$ cat src/design/vps_power_seq_cfg.svh
// Timing counts, field settings, reset values and register indices for the power sequencer
`ifndef VPS_POWER_SEQ_CFG_SVH
`define VPS_POWER_SEQ_CFG_SVH

// ==========================================================================
// Clock and timing
`define VPS_CLK_MHZ 10
`define VPS_QUAL_US 300
`define VPS_SERIAL_VOLTAGE_ID_BUS_INVALID_US 300
`define VPS_SLEW_UV_PER_US 3125

// ==========================================================================
// Reference scale: one step of the reference counter
`define VPS_REF_STEP_UV 3125
`define VPS_UV_PER_MV 1000
`define VPS_BOOT_1V1_MV 1100
`define VPS_BOOT_1V0_MV 1000
`define VPS_BOOT_0V9_MV 900
`define VPS_SHUTDOWN_MV 200

// ==========================================================================
// Limit ADC and readback
`define VPS_ADC_LEVELS 255
`define VPS_REG_MAX_CURRENT_REG 8'h21
`define VPS_REG_TEMP_MAX 8'h22
`define VPS_REG_NONE 8'h00
`define VPS_LIMIT_RESET 8'h00

`endif

$ cat src/design/vps_pkg.sv
// Types shared by the power sequencer and its rail state machine
`default_nettype none

package vps_pkg;

  // ========================================================================
  // Boot-voltage strap decision, from the comparator ladder
  typedef enum logic [1:0] {
    VPS_BOOT_0V0 = 2'b00,
    VPS_BOOT_0V9 = 2'b01,
    VPS_BOOT_1V0 = 2'b10,
    VPS_BOOT_1V1 = 2'b11
  } vps_boot_t;

  // ========================================================================
  // Per-rail sequencing states
  typedef enum logic [2:0] {
    RS_OFF       = 3'b000,
    RS_QUAL      = 3'b001,
    RS_RAMP_BOOT = 3'b010,
    RS_HOLD      = 3'b011,
    RS_RAMP_TGT  = 3'b100,
    RS_REGULATE  = 3'b101,
    RS_RAMP_DOWN = 3'b110
  } vps_rail_state_t;

  // ========================================================================
  // Asynchronous comparator levels arriving from the analog side
  typedef struct packed {
    logic supplyAboveUvlo;
    logic enableAboveThreshold;
    logic gfxSenseNegativeHigh;
    logic gfxLightLoadStrapHigh;
    logic gfxLightLoadStrapLow;
    logic coreDroopStrapHigh;
    logic coreDroopStrapLow;
    logic gfxDroopStrapHigh;
    logic gfxDroopStrapLow;
    vps_boot_t coreBootStrap;
    vps_boot_t gfxBootStrap;
    logic overvoltageEvt;
    logic overcurrentEvt;
    logic undervoltageEvt;
    logic overtempEvt;
    logic [1:0] readyLine;
  } vps_pins_t;

  typedef struct packed {
    logic overvoltageLatch;
    logic overcurrentLatch;
    logic undervoltageLatch;
    logic overtempLatch;
  } vps_faults_t;

  typedef struct packed {
    logic gfxDisable;
    logic gfxForceDem;
    logic coreDroopEn;
    logic gfxDroopEn;
    vps_boot_t coreBoot;
    vps_boot_t gfxBoot;
  } vps_strap_t;

  typedef struct packed {
    logic [7:0] coreIccMax;
    logic [7:0] gfxIccMax;
    logic [7:0] coreTempMax;
  } vps_limits_t;

endpackage

`default_nettype wire

$ cat src/design/vps_power_seq.sv
// Power sequencer top: qualification, strap capture, limits, protection latches, both rails
//
// Function
// - Flag power-on-good once supply clears undervoltage lockout, then wait for enable.
// - Power-on-good plus enable starts start-up on the core rail, and on the graphics rail unless graphics is strap-disabled.
// - Power-on-good low starts power-down and disables all but the enable-gated ADC and host diode emulation.
// - Voltage-ID bus is invalid for 300 us after the chip is enabled.
// - Protection latches clear only on power-on-good low; enable low keeps them.
// - Limit ADC uses 255 levels over 5 V, one step per amp or degree.
// - Decoded core current, graphics current and core temperature limits are stored for host.
// - Limit ADC samples only with enable high; limits never trigger protection.
// - Boot strap decodes to 1.1 V, 1 V, 0.9 V or 0 V.
// - Wait 300 us after power-on-good and enable before any ramp.
// - Zero boot strap keeps that rail's reference at 0 V.
// - Nonzero boot ramps to boot voltage, holds, waits for a host voltage command.
// - Valid code ramps to target; ready asserts only after the target is reached.
// - Ready pins are open-drain, pulled low or released; board provides pull-up.
// - Power-down ramps the reference toward 0 V at 3.125 mV/us.
// - Below 0.2 V during power-down, shutdown completes and functions stop.
// - Ready pulls low at once when power-on-good drops.
// - Graphics sense negative above supply minus 1 V before enable disables graphics.
// - Light-load strap high forces diode emulation; low follows host power state.
// - Droop strap below 3.5 V disables droop, above 4 V enables it.
// - Slow voltage command slews the target at 3.125 mV/us.
// - Max current readable at index 21h, max temperature at 22h.
`timescale 1ns/1ps
`default_nettype none
`include "vps_power_seq_cfg.svh"

module vps_power_seq #(
  parameter int REF_W = 10
) (
  input wire logic clock,
  input wire logic srst,
  input wire logic ce,
  input wire vps_pkg::vps_pins_t pinsAsync,
  input wire vps_pkg::vps_limits_t adcSample,
  input wire logic adcDone,
  input wire logic vidStb,
  input wire logic vidRailGfx,
  input wire logic [REF_W-1:0] vidTarget,
  input wire logic hostPsDem,
  input wire logic [7:0] regRdIndex,
  input wire logic regRdGfx,
  output logic powerOnGood_ff,
  output logic svidValid_ff,
  output logic adcEnable_ff,
  output logic droopSenseSrcEn_ff,
  output vps_pkg::vps_strap_t strap_ff,
  output vps_pkg::vps_faults_t faultLatch_ff,
  output vps_pkg::vps_limits_t limits_ff,
  output logic gfxDiodeEmulationMode_ff,
  output logic [REF_W-1:0] coreRef_ff,
  output logic [REF_W-1:0] gfxRef_ff,
  output logic coreReadyOut_ff,
  output logic coreReadyOeN_ff,
  output logic gfxReadyOut_ff,
  output logic gfxReadyOeN_ff,
  output logic [1:0] readyLineLevel_ff,
  output logic [7:0] regRdData_ff,
  output logic railsActive_ff
);

  // ========================================================================
  // Timing counts derived from the clock rate
  localparam logic [11:0] QUAL_CYC = 12'(`VPS_QUAL_US * `VPS_CLK_MHZ);
  localparam logic [11:0] SERIAL_VOLTAGE_ID_BUS_CYC = 12'(`VPS_SERIAL_VOLTAGE_ID_BUS_INVALID_US * `VPS_CLK_MHZ);
  localparam logic [7:0] SLEW_CYC = 8'(`VPS_REF_STEP_UV * `VPS_CLK_MHZ / `VPS_SLEW_UV_PER_US);
  localparam logic [7:0] ADC_LEVELS = 8'(`VPS_ADC_LEVELS);

  // Boot strap level to reference steps, used for both rails
  function automatic logic [REF_W-1:0] bootSteps(input vps_pkg::vps_boot_t b);
    unique case (b)
      vps_pkg::VPS_BOOT_1V1: bootSteps = REF_W'(`VPS_BOOT_1V1_MV * `VPS_UV_PER_MV / `VPS_REF_STEP_UV);
      vps_pkg::VPS_BOOT_1V0: bootSteps = REF_W'(`VPS_BOOT_1V0_MV * `VPS_UV_PER_MV / `VPS_REF_STEP_UV);
      vps_pkg::VPS_BOOT_0V9: bootSteps = REF_W'(`VPS_BOOT_0V9_MV * `VPS_UV_PER_MV / `VPS_REF_STEP_UV);
      vps_pkg::VPS_BOOT_0V0: bootSteps = '0;
    endcase
  endfunction

  // Two-threshold decision: keep the old value in the dead band
  function automatic logic hystPick(input logic hi, input logic lo, input logic prev);
    hystPick = hi ? 1'b1 : (lo ? 1'b0 : prev);
  endfunction

  // ========================================================================
  // Pin synchronisers; stage one feeds only stage two
  vps_pkg::vps_pins_t sync1_ff;
  vps_pkg::vps_pins_t sync2_ff;

  always_ff @(posedge clock) begin
    if (srst) begin
      sync1_ff <= '0;
      sync2_ff <= '0;
    end else if (ce) begin
      sync1_ff <= pinsAsync;
      sync2_ff <= sync1_ff;
    end
  end

  // ========================================================================
  // Qualified levels
  wire porS = sync2_ff.supplyAboveUvlo;
  wire enS = sync2_ff.enableAboveThreshold;
  wire chipOn = porS & enS;

  logic [11:0] qualCnt_ff;
  logic [11:0] nxt_qualCnt;
  logic [7:0] slewCnt_ff;
  logic [7:0] nxt_slewCnt;

  // Qualification timer restarts whenever power-on-good or enable drops; next value sits beside the rails
  wire qualDone = chipOn && (qualCnt_ff == QUAL_CYC - 12'h001);
  // Bus validity shares the timer, so its delay must not exceed qualification
  wire svidOpen = chipOn && (qualCnt_ff >= SERIAL_VOLTAGE_ID_BUS_CYC);
  // Free-running slew divider: one reference step per tick
  assign nxt_slewCnt = (slewCnt_ff == SLEW_CYC - 8'h01) ? 8'h00 : slewCnt_ff + 8'h01;
  wire slewTick = (slewCnt_ff == SLEW_CYC - 8'h01);

  always_ff @(posedge clock) begin
    if (srst) begin
      qualCnt_ff <= 12'h000;
      slewCnt_ff <= 8'h00;
    end else if (ce) begin
      qualCnt_ff <= nxt_qualCnt;
      slewCnt_ff <= nxt_slewCnt;
    end
  end

  // Status flags that follow the qualified levels
  always_ff @(posedge clock) begin
    if (srst) begin
      powerOnGood_ff <= 1'b0;
      svidValid_ff <= 1'b0;
      adcEnable_ff <= 1'b0;
      droopSenseSrcEn_ff <= 1'b0;
      readyLineLevel_ff <= 2'b00;
    end else if (ce) begin
      powerOnGood_ff <= porS;
      svidValid_ff <= svidOpen;
      adcEnable_ff <= enS;
      droopSenseSrcEn_ff <= chipOn;
      readyLineLevel_ff <= sync2_ff.readyLine;
    end
  end

  // ========================================================================
  // Strap capture: graphics disable tracks before enable, the rest at qualification end
  vps_pkg::vps_strap_t nxt_strap;

  always_comb begin
    nxt_strap = strap_ff;
    if (!porS) begin
      nxt_strap = '0;
    end else if (!enS) begin
      nxt_strap.gfxDisable = sync2_ff.gfxSenseNegativeHigh;
    end else if (qualDone) begin
      nxt_strap.coreDroopEn = hystPick(sync2_ff.coreDroopStrapHigh, sync2_ff.coreDroopStrapLow,
        strap_ff.coreDroopEn);
      nxt_strap.gfxDroopEn = hystPick(sync2_ff.gfxDroopStrapHigh, sync2_ff.gfxDroopStrapLow,
        strap_ff.gfxDroopEn);
      nxt_strap.gfxForceDem = hystPick(sync2_ff.gfxLightLoadStrapHigh, sync2_ff.gfxLightLoadStrapLow,
        strap_ff.gfxForceDem);
      nxt_strap.coreBoot = sync2_ff.coreBootStrap;
      nxt_strap.gfxBoot = sync2_ff.gfxBootStrap;
    end
  end

  always_ff @(posedge clock) begin
    if (srst) begin
      strap_ff <= '0;
      gfxDiodeEmulationMode_ff <= 1'b0;
    end else if (ce) begin
      strap_ff <= nxt_strap;
      gfxDiodeEmulationMode_ff <= strap_ff.gfxForceDem | hostPsDem;
    end
  end

  // ========================================================================
  // Protection latches: power-on-good low is the only clear, and it beats a new event
  vps_pkg::vps_faults_t faultEvt;
  assign faultEvt = {sync2_ff.overvoltageEvt, sync2_ff.overcurrentEvt,
    sync2_ff.undervoltageEvt, sync2_ff.overtempEvt};

  always_ff @(posedge clock) begin
    if (srst) begin
      faultLatch_ff <= '0;
    end else if (ce) begin
      faultLatch_ff <= porS ? (faultLatch_ff | faultEvt) : '0;
    end
  end

  // ========================================================================
  // Platform limits: ADC code is already amps or degrees, informational only
  always_ff @(posedge clock) begin
    if (srst) begin
      limits_ff <= {3{`VPS_LIMIT_RESET}};
    end else if (ce && adcDone && enS) begin
      limits_ff <= adcSample;
    end
  end

  // Host readback by data register index
  wire [7:0] rdIcc = regRdGfx ? limits_ff.gfxIccMax : limits_ff.coreIccMax;
  wire rdIsIcc = (regRdIndex == `VPS_REG_MAX_CURRENT_REG);
  wire rdIsTemp = (regRdIndex == `VPS_REG_TEMP_MAX) && !regRdGfx;
  wire [7:0] rdData = rdIsIcc ? rdIcc : (rdIsTemp ? limits_ff.coreTempMax : `VPS_REG_NONE);

  always_ff @(posedge clock) begin
    if (srst) begin
      regRdData_ff <= `VPS_REG_NONE;
    end else if (ce) begin
      regRdData_ff <= rdData;
    end
  end

  // ========================================================================
  // Rails; host commands are dropped until the bus is valid
  wire coreOn = chipOn;
  wire gfxOn = chipOn && !strap_ff.gfxDisable;
  wire coreVidStb = vidStb && svidValid_ff && !vidRailGfx;
  wire gfxVidStb = vidStb && svidValid_ff && vidRailGfx;
  wire [REF_W-1:0] coreBootSteps = bootSteps(sync2_ff.coreBootStrap);
  wire [REF_W-1:0] gfxBootSteps = bootSteps(sync2_ff.gfxBootStrap);
  vps_pkg::vps_rail_state_t coreState;
  vps_pkg::vps_rail_state_t gfxState;
  logic [REF_W-1:0] coreRefSteps;
  logic [REF_W-1:0] gfxRefSteps;
  logic coreReady;
  logic gfxReady;

  // Timer also waits out a rail still ramping down, else that rail would miss qualDone and stick
  wire railDraining = (coreState == vps_pkg::RS_RAMP_DOWN) || (gfxState == vps_pkg::RS_RAMP_DOWN);
  assign nxt_qualCnt = (!chipOn || railDraining) ? 12'h000 :
    (qualCnt_ff == QUAL_CYC) ? qualCnt_ff : qualCnt_ff + 12'h001;

  vps_rail_seq #(.REF_W(REF_W)) uCoreRail (
    .clock(clock),
    .srst(srst),
    .ce(ce),
    .railOn(coreOn),
    .qualDone(qualDone),
    .slewTick(slewTick),
    .bootSteps(coreBootSteps),
    .vidStb(coreVidStb),
    .vidTarget(vidTarget),
    .state_ff(coreState),
    .refSteps_ff(coreRefSteps),
    .ready_ff(coreReady)
  );

  vps_rail_seq #(.REF_W(REF_W)) uGfxRail (
    .clock(clock),
    .srst(srst),
    .ce(ce),
    .railOn(gfxOn),
    .qualDone(qualDone),
    .slewTick(slewTick),
    .bootSteps(gfxBootSteps),
    .vidStb(gfxVidStb),
    .vidTarget(vidTarget),
    .state_ff(gfxState),
    .refSteps_ff(gfxRefSteps),
    .ready_ff(gfxReady)
  );

  // Outputs retimed; ready is gated by power-on-good so it drops without waiting for the ramp
  wire anyRailBusy = (coreState != vps_pkg::RS_OFF) || (gfxState != vps_pkg::RS_OFF);

  always_ff @(posedge clock) begin
    if (srst) begin
      coreRef_ff <= '0;
      gfxRef_ff <= '0;
      coreReadyOut_ff <= 1'b0;
      gfxReadyOut_ff <= 1'b0;
      coreReadyOeN_ff <= 1'b0;
      gfxReadyOeN_ff <= 1'b0;
      railsActive_ff <= 1'b0;
    end else if (ce) begin
      coreRef_ff <= coreRefSteps;
      gfxRef_ff <= gfxRefSteps;
      coreReadyOut_ff <= 1'b0;
      gfxReadyOut_ff <= 1'b0;
      coreReadyOeN_ff <= coreReady && porS;
      gfxReadyOeN_ff <= gfxReady && porS;
      railsActive_ff <= chipOn || anyRailBusy;
    end
  end
endmodule

`default_nettype wire

$ cat src/design/vps_rail_seq.sv
// Start-up, regulation and soft shutdown state machine for one rail
`timescale 1ns/1ps
`default_nettype none
`include "vps_power_seq_cfg.svh"

module vps_rail_seq #(
  parameter int REF_W = 10
) (
  input wire logic clock,
  input wire logic srst,
  input wire logic ce,
  input wire logic railOn,
  input wire logic qualDone,
  input wire logic slewTick,
  input wire logic [REF_W-1:0] bootSteps,
  input wire logic vidStb,
  input wire logic [REF_W-1:0] vidTarget,
  output vps_pkg::vps_rail_state_t state_ff,
  output logic [REF_W-1:0] refSteps_ff,
  output logic ready_ff
);

  localparam logic [REF_W-1:0] FLOOR =
    REF_W'(`VPS_SHUTDOWN_MV * `VPS_UV_PER_MV / `VPS_REF_STEP_UV);

  vps_pkg::vps_rail_state_t nxt_state;
  logic [REF_W-1:0] tgt_ff;
  logic [REF_W-1:0] nxt_tgt;
  logic [REF_W-1:0] nxt_refSteps;
  logic nxt_ready;
  wire atTarget = (refSteps_ff == tgt_ff);

  // One reference step toward the target
  function automatic logic [REF_W-1:0] stepToward(input logic [REF_W-1:0] r, input logic [REF_W-1:0] t);
    if (r < t) stepToward = r + 1'b1;
    else if (r > t) stepToward = r - 1'b1;
    else stepToward = r;
  endfunction

  // ========================================================================
  // Next-state logic; losing the rail enable always wins over host commands
  always_comb begin
    nxt_state = state_ff;
    nxt_refSteps = refSteps_ff;
    nxt_tgt = tgt_ff;
    nxt_ready = ready_ff;
    if (!railOn && state_ff != vps_pkg::RS_OFF && state_ff != vps_pkg::RS_RAMP_DOWN) begin
      nxt_state = vps_pkg::RS_RAMP_DOWN;
      nxt_ready = 1'b0;
    end else begin
      unique case (state_ff)
        vps_pkg::RS_OFF: begin
          if (railOn) nxt_state = vps_pkg::RS_QUAL;
        end
        vps_pkg::RS_QUAL: begin
          if (qualDone) begin
            nxt_tgt = bootSteps;
            nxt_state = (bootSteps == '0) ? vps_pkg::RS_HOLD : vps_pkg::RS_RAMP_BOOT;
          end
        end
        vps_pkg::RS_RAMP_BOOT: begin
          if (atTarget) nxt_state = vps_pkg::RS_HOLD;
          else if (slewTick) nxt_refSteps = stepToward(refSteps_ff, tgt_ff);
        end
        vps_pkg::RS_HOLD: begin
          if (vidStb) begin
            nxt_tgt = vidTarget;
            nxt_state = vps_pkg::RS_RAMP_TGT;
          end
        end
        vps_pkg::RS_RAMP_TGT: begin
          if (vidStb) nxt_tgt = vidTarget;
          else if (atTarget) begin
            nxt_state = vps_pkg::RS_REGULATE;
            nxt_ready = 1'b1;
          end else if (slewTick) nxt_refSteps = stepToward(refSteps_ff, tgt_ff);
        end
        vps_pkg::RS_REGULATE: begin
          // Ready stays up across later voltage changes
          if (vidStb) nxt_tgt = vidTarget;
          else if (!atTarget && slewTick) nxt_refSteps = stepToward(refSteps_ff, tgt_ff);
        end
        vps_pkg::RS_RAMP_DOWN: begin
          nxt_tgt = '0;
          nxt_ready = 1'b0;
          if (refSteps_ff < FLOOR) begin
            nxt_state = vps_pkg::RS_OFF;
            nxt_refSteps = '0;
          end else if (slewTick) nxt_refSteps = refSteps_ff - 1'b1;
        end
        default: begin
          nxt_state = vps_pkg::RS_OFF;
          nxt_refSteps = '0;
          nxt_ready = 1'b0;
        end
      endcase
    end
  end

  // State registers, frozen while the clock enable is low
  always_ff @(posedge clock) begin
    if (srst) begin
      state_ff <= vps_pkg::RS_OFF;
      refSteps_ff <= '0;
      tgt_ff <= '0;
      ready_ff <= 1'b0;
    end else if (ce) begin
      state_ff <= nxt_state;
      refSteps_ff <= nxt_refSteps;
      tgt_ff <= nxt_tgt;
      ready_ff <= nxt_ready;
    end
  end
endmodule

`default_nettype wire

$ cat config.mk
export PLATFORM = sky130hd
export DESIGN_NAME = vps_power_seq
export DESIGN_NICKNAME = d
export VERILOG_FILES = /design/src/design/vps_pkg.sv /design/src/design/vps_power_seq.sv /design/src/design/vps_rail_seq.sv
export VERILOG_INCLUDE_DIRS = /design/src /design/src/design
export SDC_FILE = /design/constraint.sdc
export NUM_CORES = 1
export LEC_CHECK = 0
export BUFFER_PORTS_ARGS = -buffer_cell sky130_fd_sc_hd__clkbuf_2
export CAP_MARGIN = 30
export CELL_PAD_IN_SITES_DETAIL_PLACEMENT = 1
export CELL_PAD_IN_SITES_GLOBAL_PLACEMENT = 1
export CORE_MARGIN = 4
export CORE_UTILIZATION = 43
export DETAILED_ROUTE_END_ITERATION = 16
export PLACE_DENSITY = 0.78
export SYNTH_ARGS = -nofsm -noshare
export SYNTH_HDL_FRONTEND = slang
export SYNTH_SLANG_ARGS = --single-unit
export TNS_END_PERCENT = 100
$ cat constraint.sdc
create_clock -name clock -period 3.09 [get_ports clock]
set_input_delay 0.618 -clock clock [delete_from_list [all_inputs] [get_ports clock]]
set_output_delay 0.618 -clock clock [all_outputs]
set_load 0.02 [all_outputs]
==> impl_metrics.prom, run 1 <==
# TYPE chip_impl_metric gauge
chip_impl_metric{name="worst_skew_pair.late_latency",unit="ns"} 0.45
chip_impl_info{name="r2r-end",value="uGfxRail.refSteps_ff[7]"} 1
chip_impl_metric{name="cts_setup_buffers",unit=""} 0
chip_impl_metric{name="drt-pass1-iter-count",unit=""} 5
chip_impl_metric{name="synth_seq_area_share",unit=""} 0.395
chip_impl_metric{name="placementRows",unit=""} 53
chip_impl_metric{name="cts.clk_slew.worst_paths",unit="ns"} 0.09
chip_impl_metric{name="hold_buffers",unit=""} 0
chip_impl_metric{name="hold_violations",unit=""} 0
chip_impl_metric{name="post_route_cells_drive_above_1_share",unit=""} 0.185
chip_impl_metric{name="ios",unit=""} 145
chip_impl_metric{name="timing.fmax",unit="GHz"} 0.355
chip_impl_info{name="critPathCaptureType",value="register"} 1
chip_impl_metric{name="port_buffers",unit=""} 142
chip_impl_metric{name="share_of_cell_area_taken_by_muxes_after_synthesis",unit=""} 0.0936
chip_impl_metric{name="timing.reg2reg.worst_path_depth",unit=""} 7
chip_impl_metric{name="period_share",unit=""} 0.911
chip_impl_metric{name="ir_drop",unit="mV"} 0.297
chip_impl_metric{name="die_outline_width",unit="um"} 154
chip_impl_metric{name="timing.slew.headroom",unit=""} 0.355
chip_impl_metric{name="power_density",unit="mW/mm2"} 464
chip_impl_metric{name="worst-r2r-setup-slack",unit="ns"} 0.27
chip_impl_info{name="synth_top_family_by_area",value="simple AND/OR/NAND/NOR gates"} 1
chip_impl_metric{name="via_per_inst",unit=""} 5.70
chip_impl_metric{name="number_of_max_cap_violations",unit=""} 0
chip_impl_metric{name="area.growth.synth_to_final",unit="%"} 17.4
chip_impl_metric{name="antenna_cells",unit=""} 0
chip_impl_metric{name="simple_logic_cell_fraction_of_the_synthesized_area",unit=""} 0.225
chip_impl_metric{name="grt_antenna_before_repair",unit=""} 0
chip_impl_metric{name="max-clock-path-buffers",unit=""} 2
chip_impl_metric{name="dpl_cell_area",unit="mm2"} 0.0101
chip_impl_metric{name="critical_path_required",unit="ns"} 3.43
chip_impl_metric{name="core_area",unit="mm2"} 0.0210
chip_impl_metric{name="ys_warn_count",unit=""} 0
chip_impl_metric{name="die_height",unit="um"} 154
chip_impl_metric{name="power.leakage",unit="uW"} 0.00435
chip_impl_metric{name="synth_area",unit="mm2"} 0.00912
chip_impl_info{name="dominant_register_cell_in_the_synthesized_netlist",value="sky130_fd_sc_hd__dfxtp_1"} 1
chip_impl_metric{name="clock_tree_skew_after_final_layout",unit="ns"} 0.0187
chip_impl_metric{name="num_vias",unit=""} 8503
chip_impl_metric{name="wirelength",unit="mm"} 27.2
chip_impl_metric{name="yosys.area_share.adder",unit=""} 0.0384
chip_impl_metric{name="synth_area_per_cell",unit="um2"} 8.38
chip_impl_metric{name="synth_seq_cells",unit=""} 180
chip_impl_metric{name="xor_xnor_share_of_the_synthesized_area",unit=""} 0.0221
chip_impl_metric{name="gp_congestion",unit=""} 0.862
chip_impl_info{name="post_synth_main_area_contributors",value="sky130_fd_sc_hd__dfxtp_1 (40%), sky130_fd_sc_hd__mux2i_1 (8.5%), sky130_fd_sc_hd__nor2_1 (6.4%)"} 1
chip_impl_metric{name="finish.instance_area",unit="mm2"} 0.0107
chip_impl_metric{name="final_report_setup_violation_count",unit=""} 0
chip_impl_metric{name="grt_pass1_wl",unit="mm"} 45.0
chip_impl_metric{name="dp_hpwl",unit="mm"} 19.2
chip_impl_metric{name="synth.distinct_cells",unit=""} 88
chip_impl_metric{name="avgRoutedWirePerCell",unit="um"} 18.3
chip_impl_metric{name="number_of_enable_flip_flop_cells_after_synthesis",unit=""} 0
chip_impl_metric{name="worstPathMaxFanout",unit=""} 10
chip_impl_metric{name="synth_cells",unit=""} 1088
chip_impl_metric{name="grt_pass1_vias",unit=""} 8704
chip_impl_metric{name="maxSlewViolCount",unit=""} 0
chip_impl_metric{name="tritoncts_num_sinks",unit=""} 180
chip_impl_info{name="worst_hold_startpoint",value="adcSample[8]"} 1
chip_impl_metric{name="timing.final.crit_period",unit="ns"} 2.82
chip_impl_info{name="critPathKind",value="reg2reg"} 1
chip_impl_info{name="timing.hold.worst.class",value="in2reg"} 1
chip_impl_metric{name="cts_inserted_buffers",unit=""} 17
chip_impl_metric{name="worst_hold_path.num_cells",unit=""} 3
chip_impl_metric{name="post_synth_top_area_share",unit=""} 0.395
chip_impl_metric{name="synth_compound_gate_area_share",unit=""} 0.176
chip_impl_metric{name="worst_ep_arrival_time",unit="ns"} 3.15
chip_impl_metric{name="grt_start_max_net_pins",unit=""} 91
chip_impl_info{name="hold_crit_endpoint",value="limits_ff[8]"} 1
chip_impl_metric{name="grt_remaining_overflow",unit=""} 0
chip_impl_metric{name="cts.repair.resized",unit=""} 0
chip_impl_metric{name="final_antenna_net_count",unit=""} 0
chip_impl_info{name="tritoncts",value="yes"} 1
chip_impl_info{name="rsz0062_at_grt",value="false"} 1
chip_impl_metric{name="remaining_drc_errors",unit=""} 0
chip_impl_metric{name="detail_route.iter0.violations",unit=""} 452
chip_impl_metric{name="synth-async-reset-ratio",unit=""} 0
chip_impl_metric{name="setup_total_negative_slack",unit="ns"} 0
chip_impl_info{name="status",value="finished clean"} 1
chip_impl_metric{name="floorplan.initialDensity",unit=""} 0.435
chip_impl_metric{name="fp.dieArea",unit="mm2"} 0.0236
chip_impl_info{name="synthDominantAreaCellType",value="sky130_fd_sc_hd__dfxtp_1"} 1
chip_impl_info{name="cts_root_buffer",value="sky130_fd_sc_hd__clkbuf_16"} 1
chip_impl_info{name="timing.critical_path.from_type",value="register"} 1
chip_impl_metric{name="tightest_slew",unit="ns"} 0.967
chip_impl_metric{name="num-nets-final",unit=""} 1301
chip_impl_metric{name="grt.total_usage",unit=""} 0.230
chip_impl_info{name="regToRegStartpoint",value="uGfxRail.refSteps_ff[7]"} 1
chip_impl_metric{name="htreeDepth",unit=""} 4
cells by family after synthesis:
logic type | Yosys count
and+or+nand+nor | 424
AOI/OAI and AO/OA | 235
DFF | 180
buffers and inverters | 113
muxes | 84
adders and majority gates | 28
xor gates and xnor gates | 23
other | 1
through the flow:
stage               hold slack (ns)  cells  setup WS (ns)   util  power [uW]
finish                        0.384   1492          0.275  0.511        4970
global route                  0.387   1492          0.104  0.511        5170
CTS                           0.374   1492          0.306  0.511        5020
detailed placement            0.460   1460          0.349  0.481        2760
global placement              0.450   1460          0.418  0.481        2750
floorplan                     0.436   1089          0.655      -        2640
metal layers:
| layer | part of all wire | routed length (um) | track usage |
|---|---|---|---|
| met5 | 0 | 0 | 0 |
| met4 | 0.017 | 459 | 0.0610 |
| met3 | 0.065 | 1760 | 0.0673 |
| met2 | 0.48 | 13000 | 0.390 |
| met1 | 0.44 | 12000 | 0.288 |
state kept, by name, summed over array words and instances (netlist names), 3 cells and up:
name                   count
uCoreRail.tgt_ff          10
sync2_ff                  13
uCoreRail.refSteps_ff     10
qualCnt_ff                12
regRdData_ff               8
uGfxRail.tgt_ff           10
uGfxRail.state_ff          3
faultLatch_ff              4
uCoreRail.state_ff         3
faultEvt                   4
strap_ff                   8
limits_ff                 24
coreRef_ff                10
sync1_ff                  19
gfxRef_ff                 10
slewCnt_ff                 8
uGfxRail.refSteps_ff      10
cell usage after synthesis, drive strengths merged, types with 5 or more instances:
master / number
xor2: 14
nand4: 17
a22oi: 9
nor2: 156
nand2b: 17
mux2: 7
and3: 18
or3: 6
ha: 28
a22o: 5
buf: 23
nand3b: 8
nor2b: 6
a21oi: 72
o21ai: 42
a31oi: 5
and2: 5
or4: 8
xnor2: 9
dfxtp: 180
clkbuf: 47
a211oi: 23
o32ai: 5
nor4: 13
mux2i: 77
a221o: 5
inv: 42
o211ai: 7
nor3: 15
nand2: 107
nand3: 24
final cells by class:
cell class	count	area, um2
clock buffers	17	425
repair buffers	166	908
inverters	43	161
clock inverters	15	199
flip-flops and latches	180	3600
multi-input cells	796	5070
well taps	275	344
fillers	2542	10200
power by group:
group / internal, uW / switching (uW)
Clock: 1120 / 1150
Combinational: 124 / 196
Sequential: 2360 / 31.3
layout by cell type, fill, tap and decap left out, types with 11 or more instances in the layout:
cell type and instances:
sky130_fd_sc_hd__dfxtp_1 180, sky130_fd_sc_hd__nor2_1 156, sky130_fd_sc_hd__clkbuf_2 140, sky130_fd_sc_hd__nand2_1 107
sky130_fd_sc_hd__mux2i_1 77, sky130_fd_sc_hd__a21oi_1 71, sky130_fd_sc_hd__inv_1 41, sky130_fd_sc_hd__o21ai_0 35
sky130_fd_sc_hd__ha_1 28, sky130_fd_sc_hd__buf_4 25, sky130_fd_sc_hd__nand3_1 24, sky130_fd_sc_hd__a211oi_1 21
sky130_fd_sc_hd__and3_1 17, sky130_fd_sc_hd__nand2b_1 17, sky130_fd_sc_hd__clkbuf_16 17, sky130_fd_sc_hd__nand4_1 16
sky130_fd_sc_hd__nor3_1 14, sky130_fd_sc_hd__xor2_1 14, sky130_fd_sc_hd__nor4_1 11
worst max-delay path by stage:
stage	start	end	slack [ns]	cells past startpoint
5_1_grt	uGfxRail.refSteps_ff[7]	uGfxRail.refSteps_ff[2]	0.10	7
2_1_floorplan	uGfxRail.refSteps_ff[4]	uGfxRail.refSteps_ff[3]	0.65	8
3_3_place_gp	uGfxRail.refSteps_ff[7]	uGfxRail.refSteps_ff[3]	0.42	7
4_1_cts	uGfxRail.refSteps_ff[7]	uGfxRail.refSteps_ff[3]	0.31	7
6_report	uGfxRail.refSteps_ff[7]	uGfxRail.refSteps_ff[7]	0.27	7
3_5_place_dp	uGfxRail.refSteps_ff[7]	uGfxRail.refSteps_ff[7]	0.35	7
worst max-delay path, stage by stage (launching register included):
cell and delay [ns]:
sky130_fd_sc_hd__dfxtp_1 0.52, sky130_fd_sc_hd__ha_1 0.34, sky130_fd_sc_hd__a211oi_2 0.23, sky130_fd_sc_hd__o22ai_1 0.13, sky130_fd_sc_hd__or4_1 0.66, sky130_fd_sc_hd__a21oi_2 0.35
sky130_fd_sc_hd__o221ai_1 0.20, sky130_fd_sc_hd__a32o_1 0.29
Power figures use the tool's default switching activity.
==> run 2, diff against run 1 <==
--- a/config.mk
+++ b/config.mk
@@ -6,7 +6,7 @@
 export SDC_FILE = /design/constraint.sdc
 export NUM_CORES = 1
 export LEC_CHECK = 0
-export BUFFER_PORTS_ARGS = -buffer_cell sky130_fd_sc_hd__clkbuf_2
+export BUFFER_PORTS_ARGS = -buffer_cell sky130_fd_sc_hd__buf_2
 export CAP_MARGIN = 30
 export CELL_PAD_IN_SITES_DETAIL_PLACEMENT = 1
 export CELL_PAD_IN_SITES_GLOBAL_PLACEMENT = 1
==> run 2 against run 1 <==
Total power up 3.4%. First-iteration DRC count down 16%. Sequential share of layout area down 0.17 points. Routed wire length up 0.58%. Non-clock buffer count up 1. Highest routed layer is now met5.
==> impl_metrics.prom, run 2 (synthesis results as in run 1) <==
# TYPE chip_impl_metric gauge
chip_impl_info{name="r2r-end",value="uGfxRail.refSteps_ff[3]"} 1
chip_impl_info{name="tritoncts",value="yes"} 1
chip_impl_info{name="max_stage_delay_cell_worst_path",value="sky130_fd_sc_hd__or4_1"} 1
chip_impl_metric{name="worstPathMaxFanout",unit=""} 10
chip_impl_metric{name="die_height",unit="um"} 154
chip_impl_metric{name="gr-usage-met3",unit=""} 0.0704
chip_impl_metric{name="final_report_setup_violation_count",unit=""} 0
chip_impl_metric{name="power.internal",unit="uW"} 3810
chip_impl_metric{name="core_area",unit="mm2"} 0.0210
chip_impl_metric{name="gp_congestion",unit=""} 0.836
chip_impl_metric{name="hold_buffers",unit=""} 0
chip_impl_metric{name="post_route_cells_drive_above_1_share",unit=""} 0.186
chip_impl_metric{name="worst_ep_arrival_time",unit="ns"} 3.13
chip_impl_metric{name="critical_path_required",unit="ns"} 3.42
chip_impl_metric{name="fp.dieArea",unit="mm2"} 0.0236
chip_impl_info{name="largestRegisters",value="limits_ff: 24 flops, sync1_ff: 19 flops, sync2_ff: 13 flops"} 1
chip_impl_metric{name="final.setup.worst_slack",unit="ns"} 0.286
chip_impl_metric{name="critPathMaxStageDelay",unit="ns"} 0.66
chip_impl_metric{name="ios",unit=""} 145
chip_impl_metric{name="worst_skew_pair.late_latency",unit="ns"} 0.45
chip_impl_metric{name="detail_route.iter0.violations",unit=""} 379
chip_impl_metric{name="pwr-share-comb",unit=""} 0.062
chip_impl_metric{name="antenna_cells",unit=""} 0
chip_impl_metric{name="placedCellCount",unit=""} 1461
chip_impl_info{name="critical_path.endpoint",value="uGfxRail.refSteps_ff[3]"} 1
chip_impl_metric{name="dp_hpwl",unit="mm"} 19.2
chip_impl_metric{name="remaining_drc_errors",unit=""} 0
chip_impl_metric{name="power.leakage",unit="uW"} 0.00444
chip_impl_metric{name="grt_pass1_vias",unit=""} 8723
chip_impl_info{name="rsz0062_at_grt",value="false"} 1
chip_impl_metric{name="floorplan.initialDensity",unit=""} 0.435
chip_impl_metric{name="cts_inserted_buffers",unit=""} 17
chip_impl_info{name="critPathKind",value="reg2reg"} 1
chip_impl_metric{name="wirelength",unit="mm"} 27.4
chip_impl_metric{name="placementRows",unit=""} 53
chip_impl_metric{name="count_of_non_filler_cells_in_the_finished_layout",unit=""} 1493
chip_impl_metric{name="worst-r2r-setup-slack",unit="ns"} 0.29
chip_impl_metric{name="power_frac_seq",unit=""} 0.465
chip_impl_metric{name="grt_pass1_wl",unit="mm"} 45.1
chip_impl_metric{name="area.growth.synth_to_final",unit="%"} 18.0
chip_impl_info{name="critPathCaptureType",value="register"} 1
chip_impl_metric{name="avgRoutedWirePerCell",unit="um"} 18.4
chip_impl_info{name="regToRegStartpoint",value="uGfxRail.refSteps_ff[7]"} 1
chip_impl_info{name="most-common-layout-cells",value="sky130_fd_sc_hd__dfxtp_1 (180), sky130_fd_sc_hd__nor2_1 (156), sky130_fd_sc_hd__buf_2 (140)"} 1
chip_impl_metric{name="power_density",unit="mW/mm2"} 477
chip_impl_info{name="timing.critical_path.from_type",value="register"} 1
chip_impl_metric{name="cts.repair.resized",unit=""} 0
chip_impl_info{name="timing.critical_path.from",value="uGfxRail.refSteps_ff[7]"} 1
chip_impl_metric{name="cts_setup_buffers",unit=""} 0
chip_impl_metric{name="num-nets-final",unit=""} 1302
chip_impl_metric{name="setup_total_negative_slack",unit="ns"} 0
chip_impl_metric{name="power.share.switching",unit=""} 0.258
chip_impl_metric{name="timing.reg2reg.worst_path_depth",unit=""} 7
chip_impl_metric{name="timing.slew.headroom",unit=""} 0.374
chip_impl_metric{name="grt.total_usage",unit=""} 0.231
chip_impl_metric{name="drt-pass1-iter-count",unit=""} 5
chip_impl_metric{name="number_of_max_cap_violations",unit=""} 0
chip_impl_metric{name="max-clock-path-buffers",unit=""} 2
chip_impl_metric{name="grt_start_max_net_pins",unit=""} 99
chip_impl_metric{name="tightest_slew",unit="ns"} 0.927
chip_impl_info{name="max_flop_register",value="limits_ff"} 1
chip_impl_metric{name="grt_antenna_before_repair",unit=""} 1
chip_impl_metric{name="grt_remaining_overflow",unit=""} 0
chip_impl_info{name="layout.cells.most_common",value="sky130_fd_sc_hd__dfxtp_1"} 1
chip_impl_metric{name="timing.hold.ws",unit="ns"} 0.402
chip_impl_metric{name="global_route.usage.met2",unit=""} 0.390
chip_impl_metric{name="largest_register_ffs",unit=""} 24
chip_impl_metric{name="timing.fmax",unit="GHz"} 0.357
chip_impl_metric{name="htreeDepth",unit=""} 4
chip_impl_metric{name="ir_drop",unit="mV"} 0.369
chip_impl_info{name="timing.hold.worst.class",value="in2reg"} 1
chip_impl_metric{name="timing.final.crit_period",unit="ns"} 2.80
chip_impl_metric{name="die_outline_width",unit="um"} 154
chip_impl_metric{name="via_per_inst",unit=""} 5.65
chip_impl_metric{name="final_antenna_net_count",unit=""} 0
chip_impl_metric{name="period_share",unit=""} 0.907
chip_impl_info{name="status",value="finished clean"} 1
chip_impl_metric{name="tritoncts_num_sinks",unit=""} 180
chip_impl_info{name="busiest_layer",value="met2"} 1
chip_impl_info{name="crit_path_cell_trace",value="ha_1 > a211oi_2 > o22ai_1 > or4_1 > mux2_4 > and4_4 > a221o_1"} 1
chip_impl_metric{name="cts.clk_slew.worst_paths",unit="ns"} 0.08
chip_impl_metric{name="switching_power",unit="uW"} 1330
chip_impl_info{name="cts_root_buffer",value="sky130_fd_sc_hd__clkbuf_16"} 1
chip_impl_metric{name="pre_cts_ws",unit="ns"} 0.309
chip_impl_metric{name="maxSlewViolCount",unit=""} 0
chip_impl_metric{name="clock_tree_skew_after_final_layout",unit="ns"} 0.0122
chip_impl_metric{name="postLayoutCoreUtil",unit=""} 0.514
chip_impl_metric{name="hold_violations",unit=""} 0
chip_impl_metric{name="clkPwrFrac",unit=""} 0.473
chip_impl_metric{name="num_vias",unit=""} 8434
chip_impl_metric{name="groute.layer.met1.usage",unit=""} 0.290
chip_impl_metric{name="port_buffers",unit=""} 142
[run 2: cell types whose count changed in the layout (fill, tap and decap cells not counted), sizes merged]
| cell | previous run | this run |
|---|---|---|
| bufinv | 0 | 3 |
| buf | 26 | 167 |
| clkinv | 7 | 5 |
| clkinvlp | 2 | 1 |
| clkbuf | 157 | 17 |
[run 2: area by class of cell]
class | count | area (um2)
inverter | 43 | 161
fill | 2580 | 10200
tap | 275 | 344
timing repair buffer | 167 | 928
sequential | 180 | 3600
clock inverter | 15 | 234
multi-input combinational | 796 | 5070
clock buffer | 17 | 425
[run 2: how the worst min path moves through the flow]
stage | from | endpoint | slack (ns) | cells past startpoint
finish | pinsAsync[3] | sync1_ff[3] | 0.40 | 3
global route | adcSample[5] | limits_ff[5] | 0.39 | 3
CTS | adcSample[12] | limits_ff[12] | 0.39 | 3
detailed placement | gfxReadyOeN_ff | gfxReadyOeN_ff | 0.46 | 2
global placement | faultLatch_ff[1] | faultLatch_ff[1] | 0.44 | 2
floorplan | sync2_ff[11] | strap_ff[4] | 0.44 | 2
[run 2: worst max-delay path, delay by kind of cell (launching register included)]
kind                       cells  cell delay (ns)
AOI/OAI and AO/OA              3             0.62
and+or+nand+nor                2             0.85
adders and majority gates      1             0.33
muxes                          1             0.37
DFF                            1             0.52
[run 2: through the flow]
step | power (uW) | cell area (um2)
floorplan | 2640 | 9120
global placement | 2750 | 10100
detailed placement | 2760 | 10100
CTS | 5190 | 10800
global route | 5320 | 10800
finish | 5140 | 10800
[run 2: power groups by stage]
| stage | Sequential [uW] | Combinational, uW | Clock, uW |
|---|---|---|---|
| final | 2390 | 319 | 2430 |
| after global routing | 2400 | 354 | 2570 |
| after CTS | 2390 | 322 | 2480 |
| after detailed placement | 2440 | 318 | 0 |
| after global placement | 2440 | 313 | 0 |
| after floorplan | 2450 | 192 | 0 |
[run 2: per-layer routing]
layer	vias up	part of all wire
li1	4116	-
met1	4060	0.43
met2	216	0.49
met3	40	0.063
met4	2	0.015
met5	-	0.00047
==> run 3, diff against run 2 <==
--- a/config.mk
+++ b/config.mk
@@ -11,9 +11,9 @@
 export CELL_PAD_IN_SITES_DETAIL_PLACEMENT = 1
 export CELL_PAD_IN_SITES_GLOBAL_PLACEMENT = 1
 export CORE_MARGIN = 4
-export CORE_UTILIZATION = 43
+export CORE_UTILIZATION = 30
 export DETAILED_ROUTE_END_ITERATION = 16
-export PLACE_DENSITY = 0.78
+export PLACE_DENSITY = 0.57
 export SYNTH_ARGS = -nofsm -noshare
 export SYNTH_HDL_FRONTEND = slang
 export SYNTH_SLANG_ARGS = --single-unit
==> run 3 against run 2 <==
Final area up 1.1%. Register-to-register slack better by 0.05 ns. Via count down 3.0%. Cell count up 8.3%. Largest cell class unchanged. Critical path type unchanged. Sequential share of layout area down 0.36 points. Critical endpoint is now uGfxRail.refSteps_ff[7]. Non-clock buffer count up 8. Global-route usage down 6.2 points.
==> impl_metrics.prom, run 3 (synthesis results as in run 1) <==
# TYPE chip_impl_metric gauge
chip_impl_metric{name="timing.final.crit_period",unit="ns"} 2.75
chip_impl_metric{name="post_route_cells_drive_above_1_share",unit=""} 0.189
chip_impl_metric{name="wirelength",unit="mm"} 28.0
chip_impl_metric{name="num_vias",unit=""} 8185
chip_impl_metric{name="grt_start_max_net_pins",unit=""} 119
chip_impl_metric{name="worst-path-buf-inv",unit=""} 0
chip_impl_metric{name="cts.repair.resized",unit=""} 0
chip_impl_metric{name="worst_ep_arrival_time",unit="ns"} 3.10
chip_impl_metric{name="final_antenna_net_count",unit=""} 0
chip_impl_metric{name="grt_pass1_wl",unit="mm"} 45.9
chip_impl_metric{name="power.leakage",unit="uW"} 0.00444
chip_impl_info{name="cell_class_contributing_the_biggest_share_of_worst_path_delay",value="compound AO/OA/AOI/OAI gates"} 1
chip_impl_metric{name="worst_skew_pair.late_latency",unit="ns"} 0.45
chip_impl_metric{name="postLayoutCoreUtil",unit=""} 0.365
chip_impl_metric{name="die_height",unit="um"} 182
chip_impl_info{name="status",value="finished clean"} 1
chip_impl_metric{name="number_of_max_cap_violations",unit=""} 0
chip_impl_metric{name="hold_buffers",unit=""} 0
chip_impl_info{name="max_stage_delay_cell_worst_path",value="sky130_fd_sc_hd__or4_1"} 1
chip_impl_metric{name="filler_cell_count",unit=""} 3606
chip_impl_info{name="cts_root_buffer",value="sky130_fd_sc_hd__clkbuf_16"} 1
chip_impl_info{name="rsz0062_at_grt",value="false"} 1
chip_impl_metric{name="timing.slew.headroom",unit=""} 0.562
chip_impl_info{name="max_flop_register",value="limits_ff"} 1
chip_impl_info{name="critPathKind",value="reg2reg"} 1
chip_impl_metric{name="dp_hpwl",unit="mm"} 20.2
chip_impl_metric{name="critical_path_required",unit="ns"} 3.44
chip_impl_metric{name="via_per_inst",unit=""} 5.06
chip_impl_metric{name="ios",unit=""} 145
chip_impl_metric{name="setup_total_negative_slack",unit="ns"} 0
chip_impl_metric{name="remaining_drc_errors",unit=""} 0
chip_impl_metric{name="grt_antenna_before_repair",unit=""} 2
chip_impl_metric{name="max-clock-path-buffers",unit=""} 2
chip_impl_metric{name="htreeDepth",unit=""} 4
chip_impl_metric{name="area.growth.synth_to_final",unit="%"} 19.3
chip_impl_metric{name="detail_route.iter0.violations",unit=""} 421
chip_impl_metric{name="count_of_non_filler_cells_in_the_finished_layout",unit=""} 1617
chip_impl_info{name="largestRegisters",value="limits_ff: 24 flops, sync1_ff: 19 flops, sync2_ff: 13 flops"} 1
chip_impl_metric{name="grt_pass1_vias",unit=""} 8546
chip_impl_metric{name="power_density",unit="mW/mm2"} 448
chip_impl_metric{name="maxSlewViolCount",unit=""} 0
chip_impl_metric{name="grt.total_usage",unit=""} 0.169
chip_impl_metric{name="period_share",unit=""} 0.890
chip_impl_metric{name="reg_area",unit="mm2"} 0.00360
chip_impl_metric{name="worstPathMaxFanout",unit=""} 10
chip_impl_metric{name="floorplan.initialDensity",unit=""} 0.306
chip_impl_metric{name="multi_input_gate_area_in_the_final_layout",unit="mm2"} 0.00507
chip_impl_metric{name="placedCellCount",unit=""} 1584
chip_impl_metric{name="clock_tree_skew_after_final_layout",unit="ns"} 0.0117
chip_impl_metric{name="timing.fmax",unit="GHz"} 0.364
chip_impl_metric{name="ir_drop",unit="mV"} 0.347
chip_impl_metric{name="cts.clk_slew.worst_paths",unit="ns"} 0.07
chip_impl_metric{name="tritoncts_num_sinks",unit=""} 180
chip_impl_metric{name="core_area",unit="mm2"} 0.0298
chip_impl_metric{name="avgRoutedWirePerCell",unit="um"} 17.3
chip_impl_info{name="crit_path_cell_trace",value="ha_1 > a211oi_2 > o22ai_1 > or4_1 > a21oi_2 > o221ai_1 > a32o_1"} 1
chip_impl_metric{name="critPathMaxStageDelay",unit="ns"} 0.65
chip_impl_info{name="critPathCaptureType",value="register"} 1
chip_impl_metric{name="die_outline_width",unit="um"} 182
chip_impl_info{name="timing.hold.worst.class",value="in2reg"} 1
chip_impl_metric{name="largest_register_ffs",unit=""} 24
chip_impl_metric{name="cts_setup_buffers",unit=""} 0
chip_impl_metric{name="fp.dieArea",unit="mm2"} 0.0332
chip_impl_metric{name="final_report_setup_violation_count",unit=""} 0
chip_impl_metric{name="cts_inserted_buffers",unit=""} 17
chip_impl_metric{name="drt-pass1-iter-count",unit=""} 4
chip_impl_metric{name="placementRows",unit=""} 63
chip_impl_metric{name="num-nets-final",unit=""} 1310
chip_impl_info{name="layout.cells.most_common",value="sky130_fd_sc_hd__dfxtp_1"} 1
chip_impl_info{name="most-common-layout-cells",value="sky130_fd_sc_hd__dfxtp_1 (180), sky130_fd_sc_hd__nor2_1 (156), sky130_fd_sc_hd__buf_2 (140)"} 1
chip_impl_metric{name="port_buffers",unit=""} 142
chip_impl_metric{name="grt_remaining_overflow",unit=""} 0
chip_impl_metric{name="gp_congestion",unit=""} 0.802
chip_impl_metric{name="tightest_slew",unit="ns"} 0.656
chip_impl_metric{name="hold_violations",unit=""} 0
chip_impl_info{name="tritoncts",value="yes"} 1
chip_impl_info{name="timing.critical_path.from_type",value="register"} 1
==> run 3: stage by stage <==
| step | instance area, um2 | hold slack [ns] | total power, uW | worst slack (ns) |
|---|---|---|---|---|
| 6_report | 10900 | 0.396 | 4870 | 0.340 |
| 5_1_grt | 10900 | 0.378 | 5110 | 0.175 |
| 4_1_cts | 10900 | 0.369 | 4970 | 0.340 |
| 3_5_place_dp | 10300 | 0.453 | 2780 | 0.356 |
| 3_3_place_gp | 10300 | 0.447 | 2770 | 0.382 |
| 2_1_floorplan | 9120 | 0.436 | 2640 | 0.655 |
==> run 3: routing by layer <==
metal | vias to the layer above | global-route usage | share of wire
met5 | - | 0 | 0.00057
met3 | 21 | 0.0586 | 0.068
met2 | 142 | 0.267 | 0.44
met4 | 2 | 0.0438 | 0.010
met1 | 3894 | 0.223 | 0.48
li1 | 4126 | - | -
==> run 3: worst register-to-register path: cells and delay by family, from the launching register on <==
family | cells | cell delay, ns
adders and majority gates | 1 | 0.32
and+or+nand+nor | 1 | 0.65
DFF | 1 | 0.52
AOI/OAI and AO/OA | 5 | 1.15
==> run 3: where the power goes <==
| group | switching [uW] | leakage, uW | internal, uW |
|---|---|---|---|
| registers | 29.0 | 0.00146 | 2360 |
| clock network | 1080 | 0.000280 | 1080 |
| logic | 200 | 0.00271 | 130 |
| total | 1310 | 0.00444 | 3560 |
==> run 3: path summary, 6_finish.rpt <==
| kind | from | end | slack, ns | cells past startpoint |
|---|---|---|---|---|
| max | uGfxRail.refSteps_ff[7] | uGfxRail.refSteps_ff[7] | 0.34 | 7 |
| min | pinsAsync[3] | sync1_ff[3] | 0.40 | 3 |
| max reg2reg | uGfxRail.refSteps_ff[7] | uGfxRail.refSteps_ff[7] | 0.34 | 7 |
| min reg2reg | gfxReadyOeN_ff | gfxReadyOeN_ff | 0.47 | 2 |
==> run 3: layout make-up <==
cell class | instances | share of cell area
diodes | 1 | 0.000230
clock buffers | 19 | 0.0398
multi-input cells | 796 | 0.466
well taps | 390 | 0.0448
inverters | 43 | 0.0148
flip-flops and latches | 180 | 0.331
repair buffers | 175 | 0.0908
clock inverters | 13 | 0.0125
